### src/chrf_pkg.sv
package chrf_pkg;
  localparam int            HDR_BYTES      = 16;
  localparam int            EXT_BYTES      = 8;
  localparam int            PROTO_BYTES    = 2;
  localparam logic [6:0]    REC_TYPE_CODE  = 7'h14;
  localparam int            EXT_FLAG_BIT   = 7;
  localparam int            HASH_W         = 4;
  localparam int            CLASS_W        = 12;
  localparam logic [7:0]    OFFSET_FILL    = 8'h00;
  localparam logic [7:0]    PAD_FILL       = 8'h00;
  localparam int            TS_BYTES       = 8;
  localparam int            EXT_MAX        = 4;

  typedef enum logic [2:0] {
    ST_IDLE = 3'b000,
    ST_HDR  = 3'b001,
    ST_EXT  = 3'b010,
    ST_TAIL = 3'b011,
    ST_PAY  = 3'b100
  } chrf_state_t;
endpackage

### src/chrf_framer.sv
// Function
// - Type byte bit 7 is one when at least one extension block follows the header, else zero.
// - Type byte bits 6:0 carry the value 20 for this colored hash record.
// - Layout follows the plain Ethernet record, with the loss counter field holding the tag.
// - A 2-byte hardware tag reports the classification outcome for the frame.
// - The tag holds the hash in bits 0 to 3 and the class color from bit 4 upward.
// - A 1-byte offset field is emitted but not implemented, so its value is meaningless.
// - A 1-byte pad follows the offset and the frame starts right after it.
// - Payload length equals record length minus 16, minus extension blocks, minus 2.
// - Extension presence is flagged by the type byte top bit regardless of record type.
// - Each extension block starts with a type byte whose bit 7 is set only if another follows.
// - Each extension block is exactly 8 bytes long.
module chrf_framer
  import chrf_pkg::*;
#(
  parameter int EXT_N   = EXT_MAX,
  parameter int LEN_W   = 16
)(
  input  wire logic                      clk_sys_i,
  input  wire logic                      reset_n_i,
  input  wire logic                      start_i,
  input  wire logic [TS_BYTES*8-1:0]     timestamp_i,
  input  wire logic [7:0]                flags_i,
  input  wire logic [LEN_W-1:0]          wire_len_i,
  input  wire logic [LEN_W-1:0]          cap_len_i,
  input  wire logic [HASH_W-1:0]         hash_i,
  input  wire logic [CLASS_W-1:0]        filter_class_tag_i,
  input  wire logic [$clog2(EXT_N+1)-1:0] ext_count_i,
  input  wire logic [EXT_N*64-1:0]       ext_data_i,
  output logic                           busy_o,
  output logic                           pay_ready_o,
  input  wire logic                      pay_valid_i,
  input  wire logic [7:0]                pay_data_i,
  output logic                           out_valid_o,
  output logic [7:0]                     out_data_o,
  output logic                           out_last_o,
  input  wire logic                      out_ready_i
);
  localparam int CW = $clog2(EXT_N+1);

  chrf_state_t           state_r, state_nxt;
  logic [LEN_W-1:0]      idx_r;
  logic [CW-1:0]         ext_idx_r;
  logic [2:0]            ext_byte_r;
  logic [1:0]            tail_idx_r;
  logic [TS_BYTES*8-1:0] ts_r;
  logic [7:0]            flags_r;
  logic [LEN_W-1:0]      wlen_r;
  logic [LEN_W-1:0]      clen_r;
  logic [LEN_W-1:0]      rlen_r;
  logic [15:0]           tag_r;
  logic [CW-1:0]         ext_cnt_r;
  logic [EXT_N*64-1:0]   ext_r;
  logic [7:0]            out_data_r;
  logic                  out_valid_r;
  logic                  out_last_r;

  wire logic [LEN_W-1:0] ext_total_w = LEN_W'(ext_count_i) * LEN_W'(EXT_BYTES);
  // Record length is built forward from the capture length plus header, extension and trailer bytes
  wire logic [LEN_W-1:0] rlen_w = cap_len_i + LEN_W'(HDR_BYTES) + ext_total_w
                                  + LEN_W'(PROTO_BYTES);
  wire logic             ext_any_w = (ext_cnt_r != '0);
  wire logic [7:0]       type_w = {ext_any_w, REC_TYPE_CODE};
  wire logic             adv_w = !out_valid_r || out_ready_i;
  wire logic             more_ext_w = (CW'(ext_idx_r + 1'b1) < ext_cnt_r);

  // Header bytes: timestamp, type, flags, record length, tag, wire length
  logic [7:0] hdr_byte_w;
  always_comb
  begin
    hdr_byte_w = 8'h00;
    if (idx_r < LEN_W'(TS_BYTES))
      hdr_byte_w = ts_r[8*(TS_BYTES-1-32'(idx_r[3:0]))+:8];
    else if (idx_r == LEN_W'(8))
      hdr_byte_w = type_w;
    else if (idx_r == LEN_W'(9))
      hdr_byte_w = flags_r;
    else if (idx_r == LEN_W'(10))
      hdr_byte_w = rlen_r[15:8];
    else if (idx_r == LEN_W'(11))
      hdr_byte_w = rlen_r[7:0];
    else if (idx_r == LEN_W'(12))
      hdr_byte_w = tag_r[15:8]; // Loss counter slot holds the tag
    else if (idx_r == LEN_W'(13))
      hdr_byte_w = tag_r[7:0];
    else if (idx_r == LEN_W'(14))
      hdr_byte_w = wlen_r[15:8];
    else
      hdr_byte_w = wlen_r[7:0];
  end

  // Extension block bytes, first byte carries the continuation flag
  wire logic [63:0] ext_word_w = ext_r[64*32'(ext_idx_r)+:64];
  wire logic [7:0]  ext_raw_w  = ext_word_w[8*(7-32'(ext_byte_r))+:8];
  wire logic [7:0]  ext_byte_w = (ext_byte_r == 3'd0) ?
                                 {more_ext_w, ext_raw_w[6:0]} : ext_raw_w;

  // Trailer: offset, pad, then frame
  wire logic [7:0] tail_byte_w = (tail_idx_r == 2'd0) ? OFFSET_FILL : PAD_FILL;

  always_comb
  begin
    state_nxt = state_r;
    case (state_r)
      ST_IDLE:
        if (start_i)
          state_nxt = ST_HDR;
      ST_HDR:
        if (adv_w && idx_r == LEN_W'(HDR_BYTES-1))
          state_nxt = ext_any_w ? ST_EXT : ST_TAIL;
      ST_EXT:
        if (adv_w && ext_byte_r == 3'd7 && !more_ext_w)
          state_nxt = ST_TAIL;
      ST_TAIL:
        if (adv_w && tail_idx_r == 2'd1)
          state_nxt = (clen_r == '0) ? ST_IDLE : ST_PAY;
      ST_PAY:
        if (adv_w && pay_valid_i && idx_r == clen_r - 1'b1)
          state_nxt = ST_IDLE;
      default:
        state_nxt = ST_IDLE;
    endcase
  end

  assign pay_ready_o = (state_r == ST_PAY) && adv_w;
  assign busy_o      = (state_r != ST_IDLE);
  assign out_valid_o = out_valid_r;
  assign out_data_o  = out_data_r;
  assign out_last_o  = out_last_r;

  wire logic emit_w = adv_w && ((state_r == ST_HDR) || (state_r == ST_EXT) ||
                      (state_r == ST_TAIL) || (state_r == ST_PAY && pay_valid_i));
  wire logic [7:0] emit_data_w = (state_r == ST_HDR)  ? hdr_byte_w :
                                 (state_r == ST_EXT)  ? ext_byte_w :
                                 (state_r == ST_TAIL) ? tail_byte_w : pay_data_i;
  wire logic emit_last_w = (state_r == ST_TAIL) ? (tail_idx_r == 2'd1 && clen_r == '0) :
                           (state_r == ST_PAY && idx_r == clen_r - 1'b1);

  always_ff @(posedge clk_sys_i)
  begin
    if (!reset_n_i)
    begin
      state_r     <= ST_IDLE;
      out_valid_r <= 1'b0;
      out_data_r  <= 8'h00;
      out_last_r  <= 1'b0;
    end
    else
    begin
      state_r <= state_nxt;
      if (adv_w)
      begin
        out_valid_r <= emit_w;
        out_data_r  <= emit_w ? emit_data_w : 8'h00;
        out_last_r  <= emit_w && emit_last_w;
      end
    end
  end

  // Capture descriptor at start; hash low, class color above it
  always_ff @(posedge clk_sys_i)
  begin
    if (!reset_n_i)
    begin
      idx_r      <= '0;
      ext_idx_r  <= '0;
      ext_byte_r <= 3'd0;
      tail_idx_r <= 2'd0;
      ts_r       <= '0;
      flags_r    <= 8'h00;
      wlen_r     <= '0;
      clen_r     <= '0;
      rlen_r     <= '0;
      tag_r      <= 16'h0000;
      ext_cnt_r  <= '0;
      ext_r      <= '0;
    end
    else if (state_r == ST_IDLE && start_i)
    begin
      idx_r      <= '0;
      ext_idx_r  <= '0;
      ext_byte_r <= 3'd0;
      tail_idx_r <= 2'd0;
      ts_r       <= timestamp_i;
      flags_r    <= flags_i;
      wlen_r     <= wire_len_i;
      clen_r     <= cap_len_i;
      rlen_r     <= rlen_w;
      tag_r      <= {filter_class_tag_i, hash_i};
      ext_cnt_r  <= (ext_count_i > CW'(EXT_N)) ? CW'(EXT_N) : ext_count_i;
      ext_r      <= ext_data_i;
    end
    else if (adv_w)
    begin
      case (state_r)
        ST_HDR:
          idx_r <= (idx_r == LEN_W'(HDR_BYTES-1)) ? '0 : idx_r + 1'b1;
        ST_EXT:
        begin
          ext_byte_r <= ext_byte_r + 3'd1;
          if (ext_byte_r == 3'd7)
            ext_idx_r <= ext_idx_r + 1'b1;
        end
        ST_TAIL:
          tail_idx_r <= tail_idx_r + 2'd1;
        ST_PAY:
          if (pay_valid_i)
            idx_r <= idx_r + 1'b1;
        default:
          idx_r <= idx_r;
      endcase
    end
  end
endmodule

### config.mk
export PLATFORM = sky130hd
export DESIGN_NAME = chrf_framer
export DESIGN_NICKNAME = d
export VERILOG_FILES = /design/src/chrf_pkg.sv /design/src/chrf_framer.sv
export SDC_FILE = /design/constraint.sdc
export NUM_CORES = 1
export LEC_CHECK = 0
export ABC_CLOCK_PERIOD_IN_PS = 3100
export BUFFER_PORTS_ARGS = -buffer_cell sky130_fd_sc_hd__buf_2
export CAP_MARGIN = 10
export CORE_ASPECT_RATIO = 1.1
export CORE_MARGIN = 1.5
export CORE_UTILIZATION = 50
export CTS_CLUSTER_SIZE = 30
export DETAILED_ROUTE_END_ITERATION = 10
export HOLD_SLACK_MARGIN = 0.03
export PLACE_DENSITY = 0.76
export SETUP_SLACK_MARGIN = 0.2
export SLEW_MARGIN = 5
export SYNTH_ARGS = -nofsm -noshare
export SYNTH_HDL_FRONTEND = slang
export SYNTH_SLANG_ARGS = --single-unit
### constraint.sdc
create_clock -name clk_sys_i -period 3.1 [get_ports clk_sys_i]
set_input_delay 0.465 -clock clk_sys_i [delete_from_list [all_inputs] [get_ports clk_sys_i]]
set_output_delay 0.465 -clock clk_sys_i [all_outputs]
set_load 0.005 [all_outputs]
* After elaboration in Yosys (flattened, before gate mapping)
Cells that the tools add are included.
** Storage, ports and cells
- Flip-flop bits (word level) :: 432
- Output and inout port bits :: 12
- Logic and storage cells :: 111
** Cells by class
- $add $sub $neg :: 10
- $lt $le $gt $ge :: 3
- Eq/ne operators :: 21
- Shifts and indexed selects :: 3
- Mux-type cells :: 26
- Bitwise logic cells :: 1
- Reductions and logical operators :: 31
** Operator list (count)
- 256-bit by 10-bit variable part select with 64-bit output :: 1
- 16-bit by 4-bit == test with 1-bit output (second input constant) :: 8
- 64-bit by 33-bit variable part select with 8-bit output :: 2
- 8-bit 2-to-1 mux :: 13
- 16-bit 2-to-1 mux :: 2
- 16-bit one-hot mux with 2 select lines :: 1
- 3-bit 2-to-1 mux :: 7
- 16-bit by 1-bit adder with 16-bit output (second input constant) :: 1
- 16-bit by 2-bit adder with 16-bit output (second input constant) :: 1
- 16-bit by 5-bit adder with 16-bit output (second input constant) :: 1
- 16-bit by 6-bit adder with 16-bit output :: 1
- 16-bit == test :: 1
- 16-bit logical NOT :: 1
- 16-bit by 4-bit < comparator with 1-bit output (second input constant) :: 1
- 16-bit by 1-bit subtractor with 16-bit output (second input constant) :: 1
- 3-bit one-hot mux with 5 select lines :: 1
- 1-bit logical AND :: 13
- 2-bit inequality test (second input constant) :: 6
- 3-bit by 1-bit adder with 3-bit output (second input constant) :: 2
- 3-bit by 2-bit == test with 1-bit output (second input constant) :: 2
- 3-bit == test (second input constant) :: 2
- 3-bit logical NOT :: 2
- 3-bit AND reduction :: 2
- 3-bit nonzero test :: 2
- 15 further kinds :: 21

* Logic depth before layout (Yosys ltp)
Gate-level depths: netlist of run 1.
- Word-level depth :: 11
- Gate-level depth with buffers :: 11
- Gate-level depth less buffers :: 10

* Worst setup path after synthesis of run 1
No wires, ideal clock.
- Kind :: register -> register
- Start point :: register idx_r[1]
- End point :: register out_data_r[4] (netlist: out_data_o[4])
- Arrival time :: 2.505 ns
- Data required time :: 3.042 ns
- Setup slack :: 0.537 ns
- Stages on the path, launching flop included :: 10
- Buffers on the path :: 3
- Period minus slack after synthesis :: 2.563 ns
- Cells stage by stage :: dfxtp_1 > clkbuf_1 > buf_1 > inv_1 > ha_1 > clkbuf_1 > a2111oi_0 > o32ai_1 > a2111oi_0 > a211o_1
** Between the ends
- Longest elaborated chain between the ends :: 11
- Elaborated cells on any way between the ends :: 20
** Ends and longest elaborated chain
- start, declared :: RTL line chrf_framer.sv:42 : logic [LEN_W-1:0] idx_r;
- start signal, assigned :: RTL line chrf_framer.sv:197 : idx_r <= (idx_r == LEN_W'(HDR_BYTES-1)) ? '0 : idx_r + 1'b1;
- start signal, assigned :: RTL line chrf_framer.sv:208 : idx_r <= idx_r + 1'b1;
- start signal, assigned :: RTL line chrf_framer.sv:210 : idx_r <= idx_r;
- parallel branches: the longest is 8 deep, another holds 3-bit by 4-bit subtractor with 5-bit output
- 8-bit 2-to-1 mux * :: RTL line chrf_framer.sv:72 : if (idx_r < LEN_W'(TS_BYTES))
- 8-bit 2-to-1 mux * :: RTL line chrf_framer.sv:133 : wire logic [7:0] emit_data_w = (state_r == ST_HDR) ? hdr_byte_w :
- 8-bit 2-to-1 mux * :: RTL line chrf_framer.sv:154 : out_data_r <= emit_w ? emit_data_w : 8'h00;
- end signal, assigned :: RTL line chrf_framer.sv:154
- end, declared :: RTL line chrf_framer.sv:54 : logic [7:0] out_data_r;
Mark *: on every way between the ends.
A chain may end at the register's enable or synchronous reset.

* Worst setup path in the final report of run 1
- Start point :: register idx_r[11]
- End point :: register out_data_r[3] (netlist: out_data_o[3])
** Between the ends
- Longest elaborated chain between the ends :: 11
- Elaborated cells on any way between the ends :: 18
** Ends and longest elaborated chain
- 16-bit by 4-bit == test with 1-bit output :: RTL line chrf_framer.sv:86 : else if (idx_r == LEN_W'(14))
- 8-bit 2-to-1 mux :: RTL line chrf_framer.sv:86
- 8-bit 2-to-1 mux :: RTL line chrf_framer.sv:84 : else if (idx_r == LEN_W'(13))
- 8-bit 2-to-1 mux :: RTL line chrf_framer.sv:82 : else if (idx_r == LEN_W'(12))
- 8-bit 2-to-1 mux :: RTL line chrf_framer.sv:80 : else if (idx_r == LEN_W'(11))
- 8-bit 2-to-1 mux :: RTL line chrf_framer.sv:78 : else if (idx_r == LEN_W'(10))
- 8-bit 2-to-1 mux :: RTL line chrf_framer.sv:76 : else if (idx_r == LEN_W'(9))
- 8-bit 2-to-1 mux :: RTL line chrf_framer.sv:74 : else if (idx_r == LEN_W'(8))
- 8-bit 2-to-1 mux * :: RTL line chrf_framer.sv:72
- 8-bit 2-to-1 mux * :: RTL line chrf_framer.sv:133
- 8-bit 2-to-1 mux * :: RTL line chrf_framer.sv:154
Mark *: on every way between the ends. The rest lies on a longest branch, timed or not.

==> run_results.csv, run 1 <==
group,metric,value,unit
status,run_status,"complete, no violations",
worst_hold_path,hold_path.startpoint,"ext_data_i[222]",
setup_path,reg2reg_depth,6,
synthesis,synth-main-ff-cell,"sky130_fd_sc_hd__dfxtp_1",
sta,post-route-period-util,86.2,%
sta,holdWs,0.119,ns
sta,timing.final.setup_violations,0,
cts,clock_sink_count,431,
flow_run,max_cap_viol_count,0,
synthesis,synth-seq-area-share,41.9,%
final_layout,area_delta_synth_final,19.1,%
setup_path,reg2reg_to,"out_data_o[3]$_SDFFE_PN0N_",
die,floorplan.initialDensity,50.9,%
routing,wire_per_inst,19.4,um
cts,htree_num_levels,2,
placement,gp_congestion,0.908,
pwr,power.clock.fraction,30.8,%
worst_hold_path,min_path_type,"input port to flop",
die,boundary_pins,404,
setup_path,cpMaxStageDelayCell,"sky130_fd_sc_hd__or4_4",
grt,grt.total_usage,30.5,%
setup_path,timing.critical_path.buf_inv,0,
final_layout,share_of_cells_above_drive_strength_1,20.5,%
routing,vias,18900,
pwr,power.static_leakage,9.66,nW
final_layout,layout.cells.non_filler,3356,
routing,finalWirelength,65.1,mm
sta,worst-slew-pin-transition,1.13,ns
setup_path,critPathLaunchType,"flop",
sta,maxSlewViolCount,0,
pwr,switching_power,6.31,mW
final_layout,finish.net_count,3220,
worst_hold_path,holdPathStages,3,
grt,pin_count_of_the_biggest_net_entering_global_routing,200,
routing,ant_nets,0,
setup_path,critical_path_cell_list,"or4_4, or4_4, o22ai_1, a31oi_1, a2111oi_1, o41ai_1",
cts,cts-hold-fix-buffers,0,
grt,gr-total-overflow,0,
setup_path,critical_path.max_stage_delay,0.62,ns
synthesis,async_flop_share,0,%
setup_path,critical_path.max_fanout,10,
setup_path,path_delay_family,"simple AND/OR/NAND/NOR gates",
pwr,pwr_density,731,nW/um2
setup_path,worst_setup_path_category,"flop to flop",
cts,clk-insertion-delay-late,0.60,ns
synthesis,yosys_warnings,0,
synthesis,synth.top_cell.area_share,41.9,%
sta,max_freq,374,MHz
placement,dp.cells,3273,
die,core_region_area,40500,um2
grt,grt_pass1_wl,101,mm
final_layout,finalInstanceArea,24600,um2
synthesis,post_synth_instance_area,20600,um2
routing,detail_route.first_pass.iterations,5,
pwr,share_comb_of_total_power,28.7,%
grt,grt_pass1_vias,18700,
worst_hold_path,worstHoldEndpoint,"ext_r[222]$_SDFFE_PN0P_",
pwr,sw_frac_of_total,35.2,%
synthesis,synth_area_leader_cell,"sky130_fd_sc_hd__dfxtp_1",
pwr,max-vdd-ir-drop,0.449,mV
cts,clk_transition_reported_paths,0.06,ns
grt,grt_antenna_before_repair,5,
die,die_width,197,um
setup_path,timing.critical_path.to_type,"flop",
pwr,sequential_power_share,40.4,%
sta,clock_skew,0.0253,ns
routing,post_detailed_route_via_to_cell_ratio,5.63,
synthesis,post_synth_main_area_contributors,"sky130_fd_sc_hd__dfxtp_1 42%, sky130_fd_sc_hd__nand2_1 15%, sky130_fd_sc_hd__a21boi_0 14%",
sta,min_period,2.67,ns
routing,drcViolationCount,0,
cts,cts-root-to-sink-buffers,3,
routing,initialDrtViolationCount,1266,
setup_path,cp_data_required_time,3.56,ns
pwr,cellInternalPower,11.6,mW
die,fp-row-count,77,
sta,rsz0062_at_grt,"no",
synthesis,syn-num-nets,2917,
setup_path,critical_path.startpoint,"idx_r[11]$_SDFFE_PP0P_",
cts,post_cts_buffers,0,
synthesis,yosysUniqueCellTypes,60,
cts,cts_root_buf,"sky130_fd_sc_hd__clkbuf_16",
placement,dpl.hpwl,48.6,mm
setup_path,worst-r2r-setup-slack,0.43,ns
setup_path,timing.critical_path.arrival,3.13,ns
synthesis,syn_area_per_cell,8.23,um2
sta,hold_viol,0,
synthesis,postSynthRegisterBits,431,
pwr,overall_power,17.9,mW
placement,place.port_buffers,403,
synthesis,number_of_enable_flip_flop_cells_after_synthesis,0,
sta,totalNegativeSetupSlack,0,ns
die,die_area,42500,um2
cts,tritoncts_clock_tree,"yes",
sta,worst_slew_margin_rel,24.5,%
placement,postPlaceCellArea,23000,um2
synthesis,syn_inst,2505,
setup_path,rr_startpoint,"idx_r[11]$_SDFFE_PP0P_",
cts,cts-buffers-inserted,46,
die,fp.dieH,216,um
setup_path,critPathMostFrequentCell,"sky130_fd_sc_hd__or4_4",
logic make-up (layout without fill, tap and decap cells):
logic type	Yosys count	count (layout)	share of synthesized area (%)
AO/OA/AOI/OAI	585	585	20.3
multiplexers	127	127	8.81
other	0	2	0
buffers and inverters	215	551	4.05
AND/OR/NAND/NOR	1078	1078	21.7
flip-flops	431	431	41.9
adder cells (fa/ha/maj)	20	20	1.21
XOR/XNOR	49	49	2.08
worst register-to-register path: cells and delay by family, from the launching register on:
kind	cells	cell delay [ns]
flops	1	0.39
simple gates	2	1.22
compound gates	4	0.94
synthesized netlist by cell type, types with 5 or more instances:
cell,number
sky130_fd_sc_hd__nand2_1,844
sky130_fd_sc_hd__dfxtp_1,431
sky130_fd_sc_hd__a21boi_0,383
sky130_fd_sc_hd__clkbuf_1,167
sky130_fd_sc_hd__mux2i_1,78
sky130_fd_sc_hd__nor2_1,64
sky130_fd_sc_hd__o21ai_0,48
sky130_fd_sc_hd__a21oi_1,44
sky130_fd_sc_hd__mux4_2,43
sky130_fd_sc_hd__nand3_1,36
sky130_fd_sc_hd__xor2_1,31
sky130_fd_sc_hd__inv_1,26
sky130_fd_sc_hd__nor2b_1,23
sky130_fd_sc_hd__ha_1,20
sky130_fd_sc_hd__a22oi_1,18
sky130_fd_sc_hd__xnor2_1,18
sky130_fd_sc_hd__and3_1,16
sky130_fd_sc_hd__a31oi_1,15
sky130_fd_sc_hd__o22ai_1,15
sky130_fd_sc_hd__or3_1,15
sky130_fd_sc_hd__nor3_1,13
sky130_fd_sc_hd__nand4_1,12
sky130_fd_sc_hd__a2111oi_0,10
sky130_fd_sc_hd__buf_1,10
sky130_fd_sc_hd__buf_2,10
sky130_fd_sc_hd__nand2b_1,10
sky130_fd_sc_hd__nor4_1,9
sky130_fd_sc_hd__and2_1,8
sky130_fd_sc_hd__nor3b_1,7
sky130_fd_sc_hd__a211oi_1,6
sky130_fd_sc_hd__a221oi_1,6
sky130_fd_sc_hd__mux2_2,6
sky130_fd_sc_hd__a211o_1,5
sky130_fd_sc_hd__a22o_1,5
sky130_fd_sc_hd__nand3b_1,5
sky130_fd_sc_hd__o41ai_1,5
sky130_fd_sc_hd__or4_1,5
final cells by class:
cell class              instances  area, um2
fillers                      3612      15900
diodes                          2       5.00
flip-flops and latches        431       8630
well taps                     513        642
inverters                      26       97.6
clock inverters                15        178
repair buffers                444       2470
clock buffers                  66       1340
multi-input cells            1859      11200
per-stage QoR:
| step | util [%] | setup WS [ns] |
|---|---|---|
| after CTS | 60.6 | 0.202 |
| after global routing | 60.7 | 0.279 |
| final | 60.7 | 0.427 |
| after global placement | 56.9 | 0.156 |
| after floorplan | - | 0.537 |
| after detailed placement | 56.9 | 0.141 |
how the worst max path moves through the flow:
stage / end / cells after the start
after global routing: out_data_o[6]$_SDFFE_PN0N_ / 10
after floorplan: out_data_o[4]$_SDFFE_PN0N_ / 9
after detailed placement: out_data_o[3]$_SDFFE_PN0N_ / 6
after global placement: out_data_o[3]$_SDFFE_PN0N_ / 6
final: out_data_o[3]$_SDFFE_PN0N_ / 6
after CTS: out_data_o[5]$_SDFFE_PN0N_ / 6
state kept, by name, indices dropped and copies added (netlist names), 2 cells and up:
signal / cells
ts_r: 64
wlen_r: 16
tag_r: 16
clen_r: 16
ext_byte_r: 3
rlen_r: 15
out_data_o: 8
flags_r: 8
ext_r: 256
ext_idx_r: 3
state_r: 3
tail_idx_r: 2
idx_r: 16
ext_cnt_r: 3
cells in the final DEF (no fill, tap or decap), types with 19 or more instances in the layout:
master	count
sky130_fd_sc_hd__xor2_1	31
sky130_fd_sc_hd__nor2_1	64
sky130_fd_sc_hd__nor2b_1	23
sky130_fd_sc_hd__buf_4	30
sky130_fd_sc_hd__mux4_2	43
sky130_fd_sc_hd__a21boi_0	383
sky130_fd_sc_hd__mux2i_1	78
sky130_fd_sc_hd__dfxtp_1	429
sky130_fd_sc_hd__buf_2	402
sky130_fd_sc_hd__ha_1	19
sky130_fd_sc_hd__inv_1	26
sky130_fd_sc_hd__nand3_1	36
sky130_fd_sc_hd__o21ai_0	48
sky130_fd_sc_hd__a21oi_1	44
sky130_fd_sc_hd__clkbuf_16	46
sky130_fd_sc_hd__nand2_1	843
power groups by stage:
stage               clock network (mW)  registers [mW]  logic [mW]
global placement                     0            7.30        4.99
CTS                               5.60            7.24        5.14
finish                            5.53            7.26        5.16
detailed placement                   0            7.35        5.11
floorplan                            0            7.07        3.49
global route                      5.82            7.37        5.74
per-layer routing:
layer,vias up,GRT usage [%],wire (um)
li1,9107,-,-
met1,8994,37.9,26800
met2,649,52.1,31600
met3,155,4.36,3730
met4,6,14.1,2970
met5,-,0,37
what timing repair did:
item / in CTS / in global routing
gates cloned: 0 / 0
setup endpoints to repair: 1 / 5
pin swaps: 0 / 0
gates resized for setup: 1 / 9
No activity file was read; power rests on OpenSTA's default activity.
==> run 2, diff against run 1 <==
Settings changed: ABC_AREA set to 1, PLACE_DENSITY 0.76 to 0.77.
==> run_results.csv, run 2 <==
group,metric,value,unit
setup_path,worst-r2r-setup-slack,0.45,ns
final_layout,most-common-layout-cells,"468 x sky130_fd_sc_hd__nand2_1, 429 x sky130_fd_sc_hd__dfxtp_1, 403 x sky130_fd_sc_hd__buf_2",
cts,cts-root-to-sink-buffers,3,
synthesis,synth-main-ff-cell,"sky130_fd_sc_hd__dfxtp_1",
sta,clock_skew,0.0248,ns
placement,postPlaceCellArea,21200,um2
worst_hold_path,hold_path.startpoint,"ext_data_i[169]",
final_layout,finalInstanceArea,22800,um2
die,die_width,188,um
die,fp-row-count,74,
grt,grt.total_usage,30.5,%
pwr,power.static_leakage,9.81,nW
pwr,pwr_density,789,nW/um2
placement,dp.cells,3152,
sta,hold_viol,0,
synthesis,postSynthRegisterBits,431,
synthesis,synth.top_cell.area_share,45.7,%
placement,gp_congestion,0.945,
cts,tritoncts_clock_tree,"yes",
synthesis,number_of_enable_flip_flop_cells_after_synthesis,0,
synthesis,syn-num-nets,2800,
synthesis,post_synth_instance_area,18900,um2
routing,initialDrtViolationCount,1531,
synthesis,synth.most_common_cell,"sky130_fd_sc_hd__nand2_1",
sta,post-route-worst-setup-slack,0.449,ns
cts,clock_sink_count,431,
synthesis,yosysUniqueCellTypes,53,
setup_path,critPathLaunchType,"flop",
routing,drcViolationCount,0,
die,floorplan.initialDensity,50.8,%
pwr,max-vdd-ir-drop,0.490,mV
synthesis,async_flop_share,0,%
worst_hold_path,holdPathStages,3,
routing,detail_route.first_pass.iterations,5,
cts,clk_transition_reported_paths,0.06,ns
status,run_status,"complete, no violations",
cts,cts-buffers-inserted,45,
final_layout,top_regs,"ext_r (256), ts_r (64)",
final_layout,layout.cells.non_filler,3240,
pwr,power.clock.fraction,31.2,%
synthesis,synth_commonest_cells,"469 x sky130_fd_sc_hd__nand2_1, 431 x sky130_fd_sc_hd__dfxtp_1, 259 x sky130_fd_sc_hd__o21ai_0",
synthesis,syn_inst,2388,
final_layout,finish.net_count,3117,
sta,max_freq,377,MHz
cts,cts-hold-fix-buffers,0,
placement,dpl.hpwl,44.3,mm
synthesis,post_synth_main_area_contributors,"sky130_fd_sc_hd__dfxtp_1 46%, sky130_fd_sc_hd__a22o_1 11%, sky130_fd_sc_hd__nand2_1 9.3%",
grt,grt_antenna_before_repair,9,
routing,finalWirelength,61.6,mm
setup_path,reg2reg_to,"out_data_o[1]$_SDFFE_PN0N_",
worst_hold_path,worstHoldEndpoint,"ext_r[169]$_SDFFE_PN0P_",
final_layout,top_register,"ext_r",
grt,grt_pass1_wl,93.7,mm
cts,clk-insertion-delay-late,0.58,ns
cts,htree_num_levels,2,
synthesis,synth-seq-area-share,45.7,%
setup_path,rr_startpoint,"ext_idx_r[1]$_SDFFE_PP0P_",
pwr,switching_power,6.09,mW
grt,pin_count_of_the_biggest_net_entering_global_routing,130,
die,core_region_area,37200,um2
routing,wire_per_inst,19.0,um
cts,cts_root_buf,"sky130_fd_sc_hd__clkbuf_16",
sta,worst_slew_margin_rel,36.9,%
routing,vias,18500,
sta,timing.final.setup_violations,0,
die,die_area,39000,um2
setup_path,timing.critical_path.to_type,"flop",
pwr,share_comb_of_total_power,27.7,%
setup_path,worst_setup_path_category,"flop to flop",
synthesis,syn_area_per_cell,7.91,um2
setup_path,timing.critical_path.arrival,3.14,ns
setup_path,cp_data_required_time,3.59,ns
sta,maxSlewViolCount,0,
sta,worst-slew-pin-transition,0.946,ns
sta,totalNegativeSetupSlack,0,ns
die,fp.dieH,207,um
cts,post_cts_buffers,0,
worst_hold_path,min_path_type,"input port to flop",
final_layout,area_delta_synth_final,20.5,%
pwr,sw_frac_of_total,33.9,%
setup_path,critical_path.max_fanout,36,
placement,post_place_setup_slack,0.305,ns
final_layout,largest_register_ff_count,256,
synthesis,yosys_warnings,0,
final_layout,finish.utilization,61.2,%
placement,place.port_buffers,403,
cts,cts_resized,0,
sta,holdWs,0.0903,ns
grt,grt_pass1_vias,17400,
sta,rsz0062_at_grt,"no",
pwr,cellInternalPower,11.9,mW
final_layout,layout_commonest_cell,"sky130_fd_sc_hd__nand2_1",
routing,post_detailed_route_via_to_cell_ratio,5.70,
pwr,sequential_power_share,41.1,%
sta,post-route-period-util,85.5,%
pwr,overall_power,18.0,mW
final_layout,share_of_cells_above_drive_strength_1,20.3,%
grt,gr-total-overflow,0,
routing,ant_nets,0,
setup_path,reg2reg_depth,12,
sta,min_period,2.65,ns
synthesis,synth_area_leader_cell,"sky130_fd_sc_hd__dfxtp_1",
flow_run,max_cap_viol_count,0,
die,boundary_pins,404,
run 2: cell types whose count changed in the layout (fill, tap and decap cells not counted), sizes merged, moves of 16 or more:
cell    change
o21ai     +230
a21boi    -383
a22oi      -16
xor2       -19
a21oi     +108
inv       +207
a211oi     +20
a22o      +242
nor2b      -23
nand2     -371
nor2       +34
mux2i      -78
mux4       -43
nand3     +102
run 2: worst max-delay path by stage:
stage,to,depth (start not counted),slack (ns),from
after floorplan,rlen_r[13]$_SDFFE_PN0P_,15,0.72,cap_len_i[4]
after global placement,rlen_r[13]$_SDFFE_PN0P_,16,0.34,ext_count_i[1]
after detailed placement,rlen_r[13]$_SDFFE_PN0P_,16,0.31,ext_count_i[1]
after CTS,out_data_o[1]$_SDFFE_PN0N_,12,0.50,ext_idx_r[1]$_SDFFE_PP0P_
after global routing,out_data_o[1]$_SDFFE_PN0N_,12,0.32,ext_idx_r[1]$_SDFFE_PP0P_
final,out_data_o[1]$_SDFFE_PN0N_,12,0.45,ext_idx_r[1]$_SDFFE_PP0P_
run 2: cells by family (layout without fill, tap and decap cells):
logic type                 after synthesis  count (layout)  share of synthesized area, %
xor gates and xnor gates                22              22                          1.02
AOI/OAI and AO/OA                      768             768                          26.7
and+or+nand+nor                        744             744                          16.9
buffers and inverters                  403             754                          8.39
other                                    0               7                             0
DFF                                    431             431                          45.7
adders and majority gates               20              20                          1.32
run 2: area by class of cell:
cell class / count / area, um2
Sequential cell: 431 / 8630
Clock inverter: 22 / 285
Timing Repair Buffer: 434 / 2360
Multi-Input combinational cell: 1554 / 8700
Fill cell: 3314 / 14400
Inverter: 239 / 912
Tap cell: 494 / 618
Clock buffer: 59 / 1250
Antenna cell: 7 / 17.5
run 2: metal layers:
layer / track usage (%) / part of all wire, %
met4: 12.0 / 3.5
met1: 39.1 / 41
met3: 4.60 / 8.0
met2: 51.8 / 47
met5: 0 / 0.044
run 2: power groups by stage:
stage	clock network, mW	logic [mW]	registers (mW)
floorplan	0	3.43	7.25
global placement	0	4.79	7.44
detailed placement	0	4.92	7.46
CTS	5.65	4.95	7.36
global route	5.88	5.47	7.50
finish	5.61	4.97	7.39
run 2: critical path, cell delays in order (launching register included):
cell                      delay [ns]
sky130_fd_sc_hd__dfxtp_2        0.37
sky130_fd_sc_hd__inv_2          0.50
sky130_fd_sc_hd__buf_4          0.42
sky130_fd_sc_hd__a21oi_1        0.07
sky130_fd_sc_hd__o21ai_0        0.10
sky130_fd_sc_hd__nand3_1        0.14
sky130_fd_sc_hd__nand2_1        0.10
sky130_fd_sc_hd__a21oi_1        0.06
sky130_fd_sc_hd__o31ai_1        0.11
sky130_fd_sc_hd__nand3_1        0.22
sky130_fd_sc_hd__a21oi_1        0.23
sky130_fd_sc_hd__nand2_1        0.08
sky130_fd_sc_hd__a21oi_1        0.13
